===== src/hw/code_address_pkg.sv =====
package code_address_pkg;

	// Register byte addresses on the bus
	localparam logic [3:0] code_segment_offset            = 4'h0;
	localparam logic [3:0] core_configuration_one_offset  = 4'h4;
	localparam logic [3:0] core_status_offset             = 4'h8;

	// Reset values
	localparam logic [15:0] code_segment_reset            = 16'h0000;
	localparam logic [15:0] core_configuration_one_reset  = 16'h0000;
	localparam logic [15:0] instruction_offset_reset      = 16'h0000;

	// Field positions in core_configuration_one
	localparam int zero_cycle_jump_bit               = 0;
	localparam int branch_prediction_bit             = 1;
	localparam int context_switch_bit                = 2;
	localparam int segmentation_off_bit              = 3;
	localparam int watchdog_control_bit              = 4;
	localparam int vector_spacing_low                = 5;
	localparam int vector_spacing_high               = 6;
	localparam logic [15:0] core_configuration_one_mask = 16'h007F;

	// AXI responses
	localparam logic [1:0] resp_okay   = 2'h0;
	localparam logic [1:0] resp_slverr = 2'h2;

	// Instruction events from the execute pipeline
	typedef enum logic [2:0]
	{
		flow_none      = 3'b000,
		flow_sequence  = 3'b001,
		flow_near      = 3'b010,
		flow_far_jump  = 3'b011,
		flow_far_call  = 3'b100,
		flow_far_ret   = 3'b101,
		flow_int_ret   = 3'b110,
		flow_vector    = 3'b111
	} flow_kind_type;

	typedef struct packed
	{
		flow_kind_type kind;
		logic [7:0]    segment;
		logic [15:0]   offset;
	} flow_event_type;

	typedef struct packed
	{
		logic       zero_cycle_jump_enable;
		logic       branch_prediction_enable;
		logic       context_switch_interruptible;
		logic       watchdog_instructions_live;
		logic [4:0] vector_spacing_words;
	} core_controls_type;

endpackage


===== src/hw/code_address.sv =====
`timescale 1ns/1ns

// Operation
// RULE1 - Fetch address is segment byte over offset
// RULE2 - Offset register is not bus visible
// RULE3 - Offset updates on branches and fetches
// RULE4 - Offset word aligned, bit zero zero
// RULE5 - Segment in low byte, upper reads zero
// RULE6 - Segment readable, bus writes ignored
// RULE7 - Reset loads segment from vector segment
// RULE8 - Config bit3 selects mode, reset segmented
// RULE9 - Segmented: far flow loads segment
// RULE10 - Segmented: interrupt or trap loads vector segment
// RULE11 - Non-segmented: far flow leaves segment frozen
// RULE12 - Non-segmented: vectors still load vector segment
// RULE13 - Software keeps vector table in current segment
// RULE14 - Bits 6:5 set vector spacing 2..16
// RULE15 - Bit4 gates watchdog instruction execution
// RULE16 - Blocked watchdog instructions become no-ops
// RULE17 - Bit2 makes context switch interruptible
// RULE18 - Bit1 enables branch prediction
// RULE19 - Bit0 enables zero cycle jump
// RULE20 - Config writable only before end of initialisation
module code_address
	import code_address_pkg::*;
(
	// Clock and reset
	input  wire logic              aclk,
	input  wire logic              aresetn,
	input  wire logic              clock_enable,
	// Vector segment value from interrupt logic
	input  wire logic [7:0]        vector_segment,
	// Execute pipeline
	input  wire flow_event_type    flow_event,
	input  wire logic              end_of_initialisation,
	input  wire logic              watchdog_disable_instruction,
	input  wire logic              watchdog_enable_instruction,
	// Toward fetch path and pipeline
	output logic [23:0]            fetch_address,
	output core_controls_type      core_controls,
	output logic                   watchdog_disable_execute,
	output logic                   watchdog_enable_execute,
	output logic                   segmentation_off,
	// AXI4-Lite write address
	input  wire logic [3:0]        s_axi_awaddr,
	input  wire logic              s_axi_awvalid,
	output logic                   s_axi_awready,
	// AXI4-Lite write data
	input  wire logic [31:0]       s_axi_wdata,
	input  wire logic [3:0]        s_axi_wstrb,
	input  wire logic              s_axi_wvalid,
	output logic                   s_axi_wready,
	// AXI4-Lite write response
	output logic [1:0]             s_axi_bresp,
	output logic                   s_axi_bvalid,
	input  wire logic              s_axi_bready,
	// AXI4-Lite read address
	input  wire logic [3:0]        s_axi_araddr,
	input  wire logic              s_axi_arvalid,
	output logic                   s_axi_arready,
	// AXI4-Lite read data
	output logic [31:0]            s_axi_rdata,
	output logic [1:0]             s_axi_rresp,
	output logic                   s_axi_rvalid,
	input  wire logic              s_axi_rready
);

	function automatic logic [4:0] spacing_words(input logic [1:0] code);
		spacing_words = 5'h02 << code;
	endfunction

	// Address decode shared by the write and read paths
	function automatic logic register_hit(input logic [3:0] addr);
		register_hit = (addr == code_segment_offset) || (addr == core_configuration_one_offset)
		            || (addr == core_status_offset);
	endfunction

	logic [7:0]  code_segment_pointer;
	logic [15:0] instruction_offset;
	logic [15:0] core_configuration_one;
	logic        supervisor;
	logic        reset_seen;
	logic [3:0]  aw_addr;
	logic        aw_held;
	logic [31:0] w_data;
	logic [3:0]  w_strb;
	logic        w_held;

	wire logic segmented = ~core_configuration_one[segmentation_off_bit];  // [RULE8]
	wire logic is_far    = (flow_event.kind == flow_far_jump) || (flow_event.kind == flow_far_call)
	                    || (flow_event.kind == flow_far_ret)  || (flow_event.kind == flow_int_ret);
	wire logic is_vector = (flow_event.kind == flow_vector);
	wire logic watchdog_live = core_configuration_one[watchdog_control_bit] | supervisor;  // [RULE15]

	// Vector entry loads segment in either mode; far flow only while segmented
	wire logic load_vector_segment = is_vector;                          // [RULE10] [RULE12]
	wire logic load_far_segment    = is_far && segmented;                // [RULE9] [RULE11]
	wire logic [7:0] next_segment =
		load_vector_segment ? vector_segment :
		load_far_segment    ? flow_event.segment :
		                      code_segment_pointer;

	// Offset holds, steps one word, or takes the target with bit zero cleared
	wire logic        offset_hold    = (flow_event.kind == flow_none);
	wire logic        offset_step    = (flow_event.kind == flow_sequence);
	wire logic [15:0] offset_stepped = instruction_offset + 16'h0002;     // [RULE3]
	wire logic [15:0] offset_target  = {flow_event.offset[15:1], 1'b0};    // [RULE4]
	wire logic [15:0] next_offset =
		offset_hold ? instruction_offset :
		offset_step ? offset_stepped :
		              offset_target;  // [RULE3]
	wire logic [23:0] next_fetch_address = {next_segment, next_offset[15:1], 1'b0};  // [RULE1] [RULE4]

	// Enable needs the control bit; before end of init it is still a no-op without it
	wire logic next_disable_execute = watchdog_disable_instruction && watchdog_live;  // [RULE15] [RULE16]
	wire logic next_enable_execute  =
		watchdog_enable_instruction && core_configuration_one[watchdog_control_bit];  // [RULE16]

	// Pipeline controls follow the configuration one cycle later
	wire core_controls_type next_controls = '{
		zero_cycle_jump_enable:       core_configuration_one[zero_cycle_jump_bit],    // [RULE19]
		branch_prediction_enable:     core_configuration_one[branch_prediction_bit],  // [RULE18]
		context_switch_interruptible: core_configuration_one[context_switch_bit],     // [RULE17]
		watchdog_instructions_live:   watchdog_live,
		vector_spacing_words:
			spacing_words(core_configuration_one[vector_spacing_high:vector_spacing_low])  // [RULE14]
	};

	// Bus side
	wire logic write_go   = aw_held && w_held && !s_axi_bvalid;
	wire logic write_cfg  = write_go && (aw_addr == core_configuration_one_offset);
	wire logic write_hit  = register_hit(aw_addr);
	wire logic [15:0] strobe_mask = {{8{w_strb[1]}}, {8{w_strb[0]}}};
	wire logic [15:0] next_config =
		((core_configuration_one & ~strobe_mask) | (w_data[15:0] & strobe_mask)) & core_configuration_one_mask;
	wire logic read_go    = s_axi_arvalid && !s_axi_rvalid;
	// Offset register deliberately has no read path
	wire logic [31:0] code_segment_word  = {24'h000000, code_segment_pointer};  // [RULE5] [RULE6]
	wire logic [31:0] configuration_word = {16'h0000, core_configuration_one};
	wire logic [31:0] status_word        = {31'h00000000, supervisor};
	wire logic [31:0] read_value =                                       // [RULE2]
		(s_axi_araddr == code_segment_offset)           ? code_segment_word :
		(s_axi_araddr == core_configuration_one_offset) ? configuration_word :
		(s_axi_araddr == core_status_offset)            ? status_word :
		                                                  32'h00000000;
	wire logic read_hit   = register_hit(s_axi_araddr);

	// Channel handshakes
	wire logic aw_take = s_axi_awvalid && s_axi_awready;
	wire logic w_take  = s_axi_wvalid && s_axi_wready;
	wire logic b_done  = s_axi_bvalid && s_axi_bready;
	wire logic ar_take = s_axi_arvalid && s_axi_arready;
	wire logic r_done  = s_axi_rvalid && s_axi_rready;

	// Segment register: reset takes a constant, vector segment copied on first enabled edge after release
	always_ff @(posedge aclk)
	begin
		if (!aresetn)
		begin
			code_segment_pointer <= code_segment_reset[7:0];
			reset_seen           <= 1'b0;
		end
		else if (clock_enable)
		begin
			reset_seen <= 1'b1;
			code_segment_pointer <= reset_seen ? next_segment : vector_segment;  // [RULE7]
		end
	end

	always_ff @(posedge aclk)
	begin
		if (!aresetn)
			instruction_offset <= instruction_offset_reset;
		else if (clock_enable && reset_seen)
			instruction_offset <= next_offset;  // [RULE3]
	end

	// Supervisor ends for good at end of initialisation
	always_ff @(posedge aclk)
	begin
		if (!aresetn)
			supervisor <= 1'b1;
		else if (clock_enable && end_of_initialisation)
			supervisor <= 1'b0;  // [RULE20]
	end

	always_ff @(posedge aclk)
	begin
		if (!aresetn)
			core_configuration_one <= core_configuration_one_reset;
		else if (clock_enable && write_cfg && supervisor)
			core_configuration_one <= next_config;  // [RULE20]
	end

	// Fetch address registered so the fetch path sees a clean value
	always_ff @(posedge aclk)
	begin
		if (!aresetn)
		begin
			fetch_address <= 24'h000000;
		end
		else if (clock_enable)
		begin
			fetch_address <= next_fetch_address;  // [RULE1] [RULE4]
		end
	end

	// Controls lag a configuration write by one cycle
	always_ff @(posedge aclk)
	begin
		if (!aresetn)
		begin
			core_controls <= '0;
		end
		else if (clock_enable)
		begin
			core_controls <= next_controls;  // [RULE14] [RULE17] [RULE18] [RULE19]
		end
	end

	// Disable instruction runs while supervisor or control bit set
	always_ff @(posedge aclk)
	begin
		if (!aresetn)
		begin
			watchdog_disable_execute <= 1'b0;
		end
		else if (clock_enable)
		begin
			watchdog_disable_execute <= next_disable_execute;  // [RULE15] [RULE16]
		end
	end

	// Enable instruction runs only with the control bit set
	always_ff @(posedge aclk)
	begin
		if (!aresetn)
		begin
			watchdog_enable_execute <= 1'b0;
		end
		else if (clock_enable)
		begin
			watchdog_enable_execute <= next_enable_execute;  // [RULE16]
		end
	end

	// Mode flag for the pipeline
	always_ff @(posedge aclk)
	begin
		if (!aresetn)
		begin
			segmentation_off <= 1'b0;
		end
		else if (clock_enable)
		begin
			segmentation_off <= ~segmented;  // [RULE8]
		end
	end

	// Write address ready pulses once per offer, never while an address is held
	always_ff @(posedge aclk)
	begin
		if (!aresetn)
		begin
			s_axi_awready <= 1'b0;
		end
		else if (clock_enable)
		begin
			s_axi_awready <= !aw_held && s_axi_awvalid && !s_axi_awready;
		end
	end

	// Write channels are captured in either order, then answered together
	always_ff @(posedge aclk)
	begin
		if (!aresetn)
		begin
			aw_held <= 1'b0;
			aw_addr <= 4'h0;
		end
		else if (clock_enable)
		begin
			if (aw_take)
				aw_addr <= {s_axi_awaddr[3:2], 2'b00};
			aw_held <= aw_take || (aw_held && !write_go);
		end
	end

	always_ff @(posedge aclk)
	begin
		if (!aresetn)
		begin
			s_axi_wready <= 1'b0;
		end
		else if (clock_enable)
		begin
			s_axi_wready <= !w_held && s_axi_wvalid && !s_axi_wready;
		end
	end

	always_ff @(posedge aclk)
	begin
		if (!aresetn)
		begin
			w_held <= 1'b0;
			w_data <= 32'h00000000;
			w_strb <= 4'h0;
		end
		else if (clock_enable)
		begin
			if (w_take)
			begin
				w_data <= s_axi_wdata;
				w_strb <= s_axi_wstrb;
			end
			w_held <= w_take || (w_held && !write_go);
		end
	end

	// Response waits for a free slot, so a slow master only stalls the next write
	always_ff @(posedge aclk)
	begin
		if (!aresetn)
		begin
			s_axi_bvalid <= 1'b0;
			s_axi_bresp  <= resp_okay;
		end
		else if (clock_enable)
		begin
			if (write_go)
			begin
				s_axi_bvalid <= 1'b1;
				s_axi_bresp  <= write_hit ? resp_okay : resp_slverr;
			end
			else if (b_done)
				s_axi_bvalid <= 1'b0;
		end
	end

	// Read address is refused while a read answer still stands
	always_ff @(posedge aclk)
	begin
		if (!aresetn)
		begin
			s_axi_arready <= 1'b0;
		end
		else if (clock_enable)
		begin
			s_axi_arready <= read_go && !s_axi_arready;
		end
	end

	// Read data is taken from the address while it is still held
	always_ff @(posedge aclk)
	begin
		if (!aresetn)
		begin
			s_axi_rvalid <= 1'b0;
			s_axi_rdata  <= 32'h00000000;
			s_axi_rresp  <= resp_okay;
		end
		else if (clock_enable)
		begin
			if (ar_take)
			begin
				s_axi_rvalid <= 1'b1;
				s_axi_rdata  <= read_value;
				s_axi_rresp  <= read_hit ? resp_okay : resp_slverr;
			end
			else if (r_done)
				s_axi_rvalid <= 1'b0;
		end
	end

endmodule // code_address


===== config.mk =====
export PLATFORM = sky130hd
export DESIGN_NAME = code_address
export DESIGN_NICKNAME = d
export VERILOG_FILES = /design/src/hw/code_address_pkg.sv /design/src/hw/code_address.sv
export SDC_FILE = /design/constraint.sdc
export NUM_CORES = 1
export LEC_CHECK = 0
export BUFFER_PORTS_ARGS = -buffer_cell sky130_fd_sc_hd__buf_2
export CORE_MARGIN = 10
export CORE_UTILIZATION = 45
export DETAILED_ROUTE_END_ITERATION = 8
export MAX_ROUTING_LAYER = met4
export PLACE_DENSITY = 0.74
export SLEW_MARGIN = 10
export SYNTH_ARGS = -nofsm -noshare
export SYNTH_HDL_FRONTEND = slang
export SYNTH_SLANG_ARGS = --single-unit

===== constraint.sdc =====
create_clock -name aclk -period 2.5 [get_ports aclk]
set_clock_uncertainty 0.2 [all_clocks]
set_input_delay 0 -clock aclk [delete_from_list [all_inputs] [get_ports aclk]]
set_output_delay 0 -clock aclk [all_outputs]
set_load 0.005 [all_outputs]

-- Word-level counts from Yosys, hierarchy flattened
Index checks and enable logic that the tools add are counted.
- reduce and logical (&&, ||, !) cells: 52
- bitwise gates (word level): 7
- divide/modulo/power cells: 0
- eq/ne operators: 10
- $add $sub $neg: 1
- magnitude comparators: 0
- multiply operators: 0
- shift-type cells: 1
- mux-type cells: 14
- operators by type and width (kind ; count):
    $mux W16 ; 2
    $mux W8 ; 4
    $logic_and A1 B1 Y1 ; 23
    $add A16 B2 Y16 const B ; 1
    $and A7 B7 Y7 ; 2
    $reduce_and A2 Y1 ; 7
    $eq A3 B3 Y1 const B ; 4
    $logic_or A1 B1 Y1 ; 9
    $logic_not A1 Y1 ; 8
    $logic_not A4 Y1 ; 2
    $mux W7 ; 1
    $not A7 Y7 ; 1
    $or A7 B7 Y7 ; 1
    $mux W1 ; 5
    $shl A2 B2 Y5 const A ; 1
    $eq A4 B3 Y1 const B ; 1
    $eq A4 B4 Y1 const B ; 1
    $mux W2 ; 2
    $reduce_bool A2 Y1 ; 2
    $eq A3 B1 Y1 const B ; 1
    $eq A3 B2 Y1 const B ; 1
    $logic_not A3 Y1 ; 1
    $eq A2 B1 Y1 const B ; 1
    $eq A2 B2 Y1 const B ; 1
    2 further kinds ; 3
- ROM bits: 0
- latch bits: 0
- RAM bits: 0
- memories: 0
- word-level logic and storage cells: 113
- input bits: 90
- output and inout bits: 77
- bits in registers: 121

-- Logic depth before layout (Yosys ltp)
Gate-level depths: netlist of run 1.
- depth after elaboration: 8
- gate-level depth with buffers: 7
- mapped depth without buffers: 5

-- Least setup slack after synthesis of run 1
Ideal clock, no wire load.
- path kind: register to register
- from: register instruction_offset[2]
- to: register instruction_offset[11]
- path slack: 570 ps
- clock period less this slack: 1930 ps
- data required time: 2231 ps
- arrival time: 1660 ps
- setup time: 69 ps
- buffers on the path: 0
- cell stages (with the launch flop): 6
- path through: dfxtp_1 > ha_1 > nand3_1 > or4_1 > a31o_1 > o21ai_1
- word-level cells in the longest chain between the ends: 3
- RTL lines (element ; line ; RTL):
    from (decl) ; code_address.sv:79 ; logic [15:0] instruction_offset;
    from (signal assigned) ; code_address.sv:173 ; instruction_offset <= instruction_offset_reset;
    from (signal assigned) ; code_address.sv:175 ; instruction_offset <= next_offset;
    $add A16 B2 Y16 ; code_address.sv:106 ; wire logic [15:0] offset_stepped = instruction_offset + 16'h0002;
    $mux W16 ; code_address.sv:110 ; offset_step ? offset_stepped :
    $mux W16 ; code_address.sv:109 ; offset_hold ? instruction_offset :
Every way passes these cells.
A chain may end at the register's enable or synchronous reset.

-- Final worst setup path of run 1
- from: register s_axi_wready
- to: register w_data[3]
- word-level cells in the longest chain between the ends: 2
- RTL lines (element ; line ; RTL):
    from (decl) ; code_address.sv:52 ; output logic s_axi_wready,
    from (signal assigned) ; code_address.sv:297 ; s_axi_wready <= !w_held && s_axi_wvalid && !s_axi_wready;
    $logic_and A1 B1 Y1 ; code_address.sv:150 ; wire logic w_take = s_axi_wvalid && s_axi_wready;
    $reduce_and A2 Y1 (no source line) ; - ;
    to (signal assigned) ; code_address.sv:313 ; w_data <= s_axi_wdata;
    to (decl) ; code_address.sv:85 ; logic [31:0] w_data;
Every way passes these cells.

==> results of run 1 <==
-- worst paths after layout --
kind                                    from           endpoint  slack (ns)  depth (start not counted)
worst min register to register     w_data[3]               flop        0.27                          2
worst max-delay path            s_axi_wready          w_data[3]        0.15                          5
worst min-delay path            clock_enable  fetch_address[11]        0.04                          3
worst max register to register  s_axi_wready          w_data[3]        0.15                          5
-- placed cells by master (no fill, tap or decap), types with 4 or more instances in the layout --
| cell | count |
|---|---|
| buf_2 | 107 |
| dfxtp_1 | 93 |
| dlygate4sd3_1 | 91 |
| nand2_1 | 64 |
| a21oi_1 | 52 |
| nor2_1 | 40 |
| o21ai_0 | 35 |
| nand3_1 | 29 |
| conb_1 | 28 |
| a31oi_1 | 20 |
| mux2i_1 | 13 |
| buf_4 | 13 |
| nand4_1 | 11 |
| clkbuf_8 | 10 |
| a21o_1 | 9 |
| nor2b_1 | 9 |
| o31ai_1 | 8 |
| a31o_2 | 7 |
| nor4_1 | 7 |
| a22oi_1 | 7 |
| nor3_1 | 6 |
| o21a_1 | 6 |
| inv_1 | 5 |
| xnor2_1 | 5 |
| or4_1 | 5 |
| and3_1 | 5 |
| nor4b_1 | 5 |
| mux2_2 | 5 |
| and2_1 | 4 |
| or3_1 | 4 |
| o211ai_1 | 4 |
-- Yosys cell counts, types with 3 or more instances --
cell type / instances / share of area, %
a21oi_1: 52 / 5.6
nand4_1: 11 / 1.5
buf_1: 4 / 0.32
o31ai_1: 8 / 1.3
or4_1: 5 / 0.81
o21ai_0: 35 / 3.8
buf_4: 28 / 4.5
nor4b_1: 5 / 0.94
and3_1: 6 / 0.81
and2_1: 4 / 0.54
mux2_2: 5 / 1.2
a31o_2: 7 / 1.3
or3_1: 4 / 0.54
nor2_1: 40 / 3.2
a21o_1: 9 / 1.5
mux2i_1: 13 / 2.8
nand3_1: 30 / 3.2
o2bb2ai_1: 3 / 0.57
o211ai_1: 4 / 0.65
a22oi_1: 7 / 1.1
nor3_1: 6 / 0.65
a32oi_1: 3 / 0.57
a21boi_0: 3 / 0.49
clkbuf_1: 31 / 2.5
nor2b_1: 9 / 1.2
a31oi_1: 20 / 2.7
inv_1: 6 / 0.49
nor4_1: 7 / 0.94
o21a_1: 6 / 0.97
buf_2: 6 / 0.65
xnor2_1: 5 / 0.94
nand2_1: 66 / 5.3
dfxtp_1: 93 / 40
-- sequential cells by signal (all words and copies together), names as in the netlist, 2 cells and up, named ones only --
register,cells
core_controls,8
w_data,7
instruction_offset,15
fetch_address,23
aw_addr,2
code_segment_pointer,8
s_axi_rdata,8
-- power by group through the flow --
stage	sequential [mW]	clock (mW)	combinational, mW
global placement	1.61	0	0.357
detailed placement	1.62	0	0.365
finish	1.58	1.09	0.478
floorplan	1.61	0	0.256
global route	1.59	1.17	0.523
CTS	1.58	1.11	0.461
-- layout make-up --
cell class	instances	share of cell area, %
Antenna cell	3	0.119
Clock buffer	10	2.19
Clock inverter	6	1.19
Inverter	6	0.358
Multi-Input combinational cell	432	39.3
Sequential cell	93	29.6
Tap cell	136	2.70
Timing Repair Buffer	211	24.5
-- layer usage --
layer  part of all wire, %  vias up  global-route usage [%]
met5                     0        -                       -
met4                   2.6        0                    9.02
met3                   6.6       47                    4.44
met2                    52      220                    35.8
met1                    39     2349                    23.3
li1                      -     2384                       -
-- cell families (layout without fill, tap and decap cells) --
| group | Yosys count | in the layout | synth area share, % |
|---|---|---|---|
| AOI/OAI and AO/OA | 176 | 176 | 24.0 |
| xor gates and xnor gates | 5 | 5 | 0.943 |
| adders and majority gates | 1 | 1 | 0.269 |
| buffers and inverters | 77 | 233 | 8.98 |
| DFF | 93 | 93 | 40.1 |
| muxes | 18 | 18 | 4.02 |
| other | 1 | 31 | 0.0808 |
| and+or+nand+nor | 204 | 204 | 21.6 |
-- worst max-delay path: cells and delay by family, from the launching register on --
family                 cells  cell delay, ns
buffers and inverters      2            1.16
flip-flops                 1            0.39
AND/OR/NAND/NOR            2            0.36
AO/OA/AOI/OAI              1            0.19
-- metrics by stage --
stage                     setup slack, ns  instance area [µm²]  instances  util, %  hold WS (ns)
final                               0.148                 6290        897     61.8        0.0395
after global routing               0.0585                 6290        894     61.7        0.0661
after CTS                           0.161                 6280        894     61.6        0.0112
after detailed placement            0.230                 5150        787     50.6        0.0399
after global placement              0.360                 5150        787     50.6        0.0296
after floorplan                     0.570                 4740        602        -       -0.0640
-- timing repair --
action | CTS | global route
resized for setup | 0 | 4
endpoints found under the hold margin | 77 | 0
hold buffers | 91 | 0
endpoints found under the setup margin | 0 | 9
==> results.toml, run 1 <==
[outcome]
status = "finished, final reports clean"

[power_and_ir_drop]
clockPowerShare_pct = 34.6
finalPower_mw = 3.15
sw_frac_of_total_pct = 27.8
p_per_area_nw_per_um2 = 501
pwr-share-seq_pct = 50.2
p_switching_uw = 876
ir_drop_uv = 345
p_comb_share_pct = 15.2
p_int_mw = 2.28
p_leak_nw = 2.56

[timing]
drv_slew = 0
rsz0062_at_grt = "no"
period_needed_ns = 2.35
setup_viol = 0
tightest_slew_ns = 0.705
period_share_pct = 94.1
fin_tns_setup_ns = 0
slew_headroom_pct = 53.0
fmax_ghz = 0.425
hold_viol_final = 0

[synthesis]
async_flop_share_pct = 0
ys_seq_elements = 93
syn_area_um2 = 4640
synth.avg_cell_area_um2 = 8.07
synthDistinctLibCells = 56
synth.yosys.seq_area_share_pct = 40.1
synth-edff-count = 0
synth_flop_cell = "dfxtp_1"
syn-instance-count = 575
yosysWarnings = 0

[floorplanning]
die_y_um = 122
boundaryPins = 167
dieArea_um2 = 14800
start_util_pct = 45.6
std_cell_rows = 37
core_um2 = 10200
dieWidth_um = 122

[cts]
clkLatencyLatePin_ns = 0.37
cts_root_buffer = "clkbuf_8"
clkSlewWorstSetupHoldPaths_ns = 0.10
clockBufferDepth = 2
cts.sinks = 93
tritoncts = "yes"
cts_buffers = 9
htreeDepth = 3
post_cts_buffers = 0

[drt]
drc = 0
post_drt_wl_per_cell_um = 17.3
wl_um = 15500
firstDrtPassIters = 5
drt-vias-per-instance = 5.57
drtIter0Drc = 389
ant_nets = 0
routed-via-count = 5000

[final_layout]
final_nets = 844
syn2layout_area_growth_pct = 35.6
multi_input_area_um2 = 2480
drive_above_1_share_pct = 20.7
seqCellArea_um2 = 1860
final.fill_count = 868

[worst_setup_path]
cp_cell_sequence = "and3_2 -> nand2_1 -> dlygate4sd3_1 -> a21oi_1 -> dlygate4sd3_1"
start_kind = "flop"
critical_path.endpoint_type = "flop"
timing.critical_path.mode_cell = "dlygate4sd3_1"
worstPathArrival_ns = 2.47
critPathMaxFanout = 9
cp_slowest_stage_delay_ns = 0.60
critPathKind = "reg -> reg"
critPathRequiredTime_ns = 2.61
cp_slowest_cell = "dlygate4sd3_1"

[placement]
io_buffers = 107
hpwl_um = 9910
place.gp.congestion = 0.925

[global_route]
grt_max_degree = 49
first_global_vias = 4947
grt_pass1_wl_um = 24800
antenna_found_initial = 0
grt_util_all_layers_pct = 21.0
globalRouteOverflowTotal = 0

[run]
drv_cap = 0

[hold_path]
hp-class = "in -> reg"
No activity file was read; power rests on OpenSTA's default activity.
==> run 2, diff against run 1 <==
--- a/config.mk
+++ b/config.mk
@@ -6,9 +6,8 @@
 export NUM_CORES = 1
 export LEC_CHECK = 0
-export BUFFER_PORTS_ARGS = -buffer_cell sky130_fd_sc_hd__buf_2
+export BUFFER_PORTS_ARGS = -buffer_cell sky130_fd_sc_hd__clkbuf_2
 export CORE_MARGIN = 10
 export CORE_UTILIZATION = 45
 export DETAILED_ROUTE_END_ITERATION = 8
-export MAX_ROUTING_LAYER = met4
 export PLACE_DENSITY = 0.74
 export SLEW_MARGIN = 10
==> constraint.sdc (replaced) <==
create_clock -name aclk -period 2.5 [get_ports aclk]
set_clock_uncertainty 0.2 [all_clocks]
set_input_delay 0.125 -clock aclk [delete_from_list [all_inputs] [get_ports aclk]]
set_output_delay 0.125 -clock aclk [all_outputs]
set_load 0.005 [all_outputs]
==> results.toml, run 2 (synthesized netlist as in run 1, its figures left out) <==
[worst_setup_path]
critPathTopFamily = "simple AND/OR/NAND/NOR gates"
cp_cell_sequence = "clkbuf_2 -> nand3_1 -> nand2_1 -> a31oi_1 -> a21oi_1 -> dlygate4sd3_1"
start_kind = "primary input"
critical_path.endpoint_type = "flop"
cp_slowest_cell = "dlygate4sd3_1"
critPathBufInv = 2
critPathMaxFanout = 21
critPathKind = "in -> reg"
critPathRequiredTime_ns = 2.62
worstPathArrival_ns = 2.41
cp_slowest_stage_delay_ns = 0.58

[drt]
ant_nets = 0
post_drt_wl_per_cell_um = 16.8
routed-via-count = 4810
drt-vias-per-instance = 5.61
firstDrtPassIters = 5
drtIter0Drc = 389
drc = 0
wl_um = 14400

[timing]
fin_tns_setup_ns = 0
drv_slew = 0
hold_viol_final = 0
period_share_pct = 91.8
setup_viol = 0
tightest_slew_ns = 0.660
slew_headroom_pct = 55.4
period_needed_ns = 2.29
fmax_ghz = 0.436
rsz0062_at_grt = "no"

[global_route]
globalRouteOverflowTotal = 0
antenna_found_initial = 0
first_global_vias = 4744
grt_util_all_layers_pct = 19.0
grt_max_degree = 28
grt_pass1_wl_um = 23200

[cts]
cts.sinks = 93
clkLatencyLatePin_ns = 0.37
clockBufferDepth = 2
post_cts_buffers = 0
htreeDepth = 3
clkSlewWorstSetupHoldPaths_ns = 0.10
cts_buffers = 9
cts_root_buffer = "clkbuf_8"
tritoncts = "yes"

[final_layout]
seqCellArea_um2 = 1860
layout_commonest_cell = "clkbuf_2"
largest_register_ffs = 23
layout_common_cells = "clkbuf_2, dfxtp_1, nand2_1"
drive_above_1_share_pct = 21.3
final.fill_count = 942
top_register = "fetch_address"
syn2layout_area_growth_pct = 27.5
final_cell_area_um2 = 5920
final_cells = 858
multi_input_area_um2 = 2470
top_regs = "fetch_address (23), instruction_offset (15)"
final_nets = 808
antenna_cells = 0

[hold_path]
hp-class = "in -> reg"

[power_and_ir_drop]
clockPowerShare_pct = 34.6
pwr-share-seq_pct = 51.1
p_leak_nw = 2.39
p_int_mw = 2.23
p_per_area_nw_per_um2 = 524
sw_frac_of_total_pct = 28.1
ir_drop_uv = 314
p_comb_share_pct = 14.4
finalPower_mw = 3.10
p_switching_uw = 871

[floorplanning]
die_y_um = 122
dieWidth_um = 122
std_cell_rows = 37
start_util_pct = 45.6
core_um2 = 10200
dieArea_um2 = 14800
boundaryPins = 167

[placement]
place_inst = 787
placed_area_um2 = 5150
io_buffers = 107
place.gp.congestion = 0.876
hpwl_um = 10100

[run]
drv_cap = 0

[outcome]
status = "finished, final reports clean"
[run 2: metal layers]
metal | part of all wire [%] | vias to the layer above | global-route usage, % | wire, µm
li1 | - | 2312 | - | -
met1 | 39 | 2259 | 21.6 | 5670
met2 | 51 | 204 | 32.8 | 7370
met3 | 7.4 | 35 | 5.32 | 1070
met4 | 2.4 | 0 | 7.82 | 341
met5 | 0 | - | 0 | 0
[run 2: repair_timing]
action                                  CTS  global route
endpoints found under the setup margin    0             2
hold endpoints to repair                 56             0
resized for setup                         0             1
hold buffers                             55             0
[run 2: power by group through the flow]
stage / sequential [mW] / combinational, mW / clock, mW
after global placement: 1.61 / 0.359 / 0
after detailed placement: 1.62 / 0.368 / 0
after CTS: 1.58 / 0.436 / 1.11
final: 1.58 / 0.446 / 1.07
after floorplan: 1.61 / 0.256 / 0
after global routing: 1.59 / 0.490 / 1.15
[run 2: worst register-to-register path, cell delays in order (launching register included)]
cell	delay (ns)
dfxtp_1	0.40
and2_1	0.29
nand2_1	0.29
a21o_1	0.29
a21oi_1	0.17
dlygate4sd3_1	0.58
[run 2: final timing paths]
path                        from                 endpoint  slack [ns]  cells after the start
setup / recovery  flow_event[24]  code_segment_pointer[1]        0.21                      6
hold / removal           aresetn    instruction_offset[1]        0.03                      2
setup reg to reg      reset_seen  code_segment_pointer[1]        0.22                      5
hold reg to reg        w_data[2]                     flop        0.26                      2
[run 2: metrics by stage]
stage | hold WS, ns | util, % | worst slack, ns
after floorplan | 0.0610 | - | 0.570
after detailed placement | 0.158 | 50.6 | 0.237
after global placement | 0.152 | 50.6 | 0.353
after global routing | 0.0391 | 58.1 | 0.0759
final | 0.0298 | 58.1 | 0.206
after CTS | 0.0103 | 58.1 | 0.201
[run 2: area by class of cell]
type                    count  area share (%)
inverters                   6           0.380
clock buffers               9            2.09
clock inverters             7            1.48
flip-flops and latches     93            31.4
repair buffers            175            20.0
multi-input cells         432            41.7
well taps                 136            2.87
==> run 3, diff against run 2 <==
- ABC_AREA: unset -> 1
- BUFFER_PORTS_ARGS: -buffer_cell sky130_fd_sc_hd__clkbuf_2 -> unset
- DONT_BUFFER_PORTS: unset -> 1
- PLACE_DENSITY: 0.74 -> unset
- clock period: 2.5 -> 2.7 ns (I/O delays scaled with it)
==> results.toml, run 3 <==
[placement]
io_buffers = 0
hpwl_um = 9170
place.gp.congestion = 0.860
placed_area_um2 = 4580

[power_and_ir_drop]
p_per_area_nw_per_um2 = 531
p_leak_nw = 2.49
ir_drop_uv = 406

[global_route]
grt_pass1_wl_um = 21900
first_global_vias = 4375
grt_max_degree = 59
grt_util_all_layers_pct = 18.2
globalRouteOverflowTotal = 0
antenna_found_initial = 1

[worst_setup_path]
cp_cell_sequence = "inv_1 -> nand2_2 -> nand2_1 -> nand3_1 -> o21ai_0 -> dlygate4sd3_1 -> a21oi_1 -> dlygate4sd3_1"
r2r_slack_ns = 0.16
critical_path.endpoint_type = "flop"
cp_slowest_cell = "dlygate4sd3_1"
critPathKind = "reg -> reg"
crit_end = "fetch_address[19]"
critPathTopFamily = "buffers and inverters"
critPathBufInv = 3
start_kind = "flop"
critPathMaxFanout = 9
critPathRequiredTime_ns = 2.77
timing.critical_path.mode_cell = "dlygate4sd3_1"
worstPathArrival_ns = 2.60
cp_slowest_stage_delay_ns = 0.60
reg2reg_to = "fetch_address[19]"
r2r_cells = 8
path_depth = 8

[final_layout]
final_nets = 837
layout_commonest_cell = "nand2_1"
drive_above_1_share_pct = 4.93
final_cell_area_um2 = 5630
largest_register_ffs = 23
syn2layout_area_growth_pct = 21.5
layout_common_cells = "nand2_1, dfxtp_1, inv_1"
top_regs = "fetch_address (23), instruction_offset (15)"
top_register = "fetch_address"

[synthesis]
syn_area_um2 = 4630
synth_top_cells_by_count = "nand2_1, dfxtp_1, inv_1"
synth.yosys.seq_area_share_pct = 40.2
synth-edff-count = 0
synth_flop_cell = "dfxtp_1"
synthDistinctLibCells = 32
yosysTopAreaCell = "dfxtp_1"
synth_top_cells_by_area = "dfxtp_1, nand2_1, a21oi_1, inv_1, nand3_1"
async_flop_share_pct = 0
yosysMostFrequentCell = "nand2_1"
yosysWarnings = 0
syn-instance-count = 682
post-synth-top-area-fraction_pct = 40.2
synth.avg_cell_area_um2 = 6.79
ys_seq_elements = 93

[drt]
m1WireLength_um = 5860
routed-via-count = 4472
drtIter0Drc = 254
wl_um = 13500
drt-vias-per-instance = 5.05
dr_wl_met3_um = 1390
post_drt_wl_per_cell_um = 15.2
ant_nets = 0
met2_length_um = 5920
drc = 0
top_layer_used = "met4"
firstDrtPassIters = 5

[floorplanning]
start_util_pct = 46.8
die_y_um = 121
std_cell_rows = 36
dieWidth_um = 121
core_um2 = 9910
dieArea_um2 = 14800
boundaryPins = 167

[cts]
cts.sinks = 93
clkSlewWorstSetupHoldPaths_ns = 0.11
htreeDepth = 3
cts_resized = 0
cts_root_buffer = "clkbuf_8"
tritoncts = "yes"
clkLatencyLatePin_ns = 0.36
cts_buffers = 9
clockBufferDepth = 2

[timing]
setup_viol = 0
period_share_pct = 94.0
tightest_slew_ns = 0.843
slew_headroom_pct = 43.7
drv_slew = 0
rsz0062_at_grt = "no"
fmax_ghz = 0.394
period_needed_ns = 2.54
hold_viol_final = 0
fin_tns_setup_ns = 0

[hold_path]
min_from = "flow_event[25]"
hp-class = "in -> reg"
worstHoldPathCells = 4

[outcome]
status = "finished, final reports clean"

[run]
drv_cap = 0
[run 3: cell types whose count changed after synthesis, sizes merged, moves of 20 or more]
| cell | before | now |
|---|---|---|
| nand2 | 66 | 122 |
| o21ai | 37 | 68 |
| a31oi | 20 | 0 |
| nand3 | 31 | 63 |
| nor2 | 40 | 88 |
| inv | 6 | 89 |
[run 3: cells by family after synthesis]
logic type / share of synthesized area (%)
XOR/XNOR: 0.189
other: 0.0809
buffers and inverters: 14.9
AND/OR/NAND/NOR: 27.1
AO/OA/AOI/OAI: 17.3
flip-flops: 40.2
adder cells (fa/ha/maj): 0.270
[run 3: metal layers]
layer / vias to the layer above / track usage [%]
li1: 2275 / -
met3: 26 / 6.61
met5: - / 0
met4: 0 / 7.90
met2: 181 / 27.6
met1: 1990 / 22.7
[run 3: timing repair]
action                                 CTS  global route
setup buffers                            0             0
endpoints found under the hold margin   92             0
hold buffers                            80             0
[run 3: final cells by class]
cell class / count / area (µm²)
Sequential cell: 93 / 1860
Fill cell: 972 / 4280
Clock buffer: 9 / 124
Timing Repair Buffer: 84 / 851
Multi-Input combinational cell: 469 / 2180
Clock inverter: 7 / 104
Antenna cell: 1 / 2.50
Inverter: 89 / 337
Tap cell: 133 / 166
[run 3: through the flow]
| step | setup WS [ns] | total power [mW] | instances | util [%] | hold WS (ns) |
|---|---|---|---|---|---|
| 2_1_floorplan | 1.23 | 1.79 | 709 | - | 0.0780 |
| 3_3_place_gp | 1.01 | 1.80 | 788 | 46.2 | 0.0135 |
| 3_5_place_dp | 0.989 | 1.81 | 788 | 46.2 | 0.0217 |
| 4_1_cts | 0.200 | 3.01 | 884 | 56.8 | 0.0102 |
| 5_1_grt | 0.00482 | 3.14 | 885 | 56.8 | 0.0436 |
| 6_report | 0.163 | 2.99 | 885 | 56.8 | 0.0306 |
[run 3: worst min-delay path by stage]
stage / to / slack (ns)
floorplan: watchdog_disable_execute / 0.08
global placement: supervisor / 0.01
detailed placement: supervisor / 0.02
CTS: instruction_offset[9] / 0.01
global route: instruction_offset[9] / 0.04
finish: instruction_offset[2] / 0.03
[run 3: worst min-delay path, stage by stage]
cell and delay, ns:
nor2_4 0.03, inv_4 0.14, a221oi_1 0.13, a21oi_1 0.11
[run 3: where the power goes]
part	internal, mW	switching [mW]	leakage, nW
registers	1.44	0.0608	0.763
clock network	0.535	0.542	0.108
logic	0.184	0.227	1.62
total	2.16	0.829	2.49
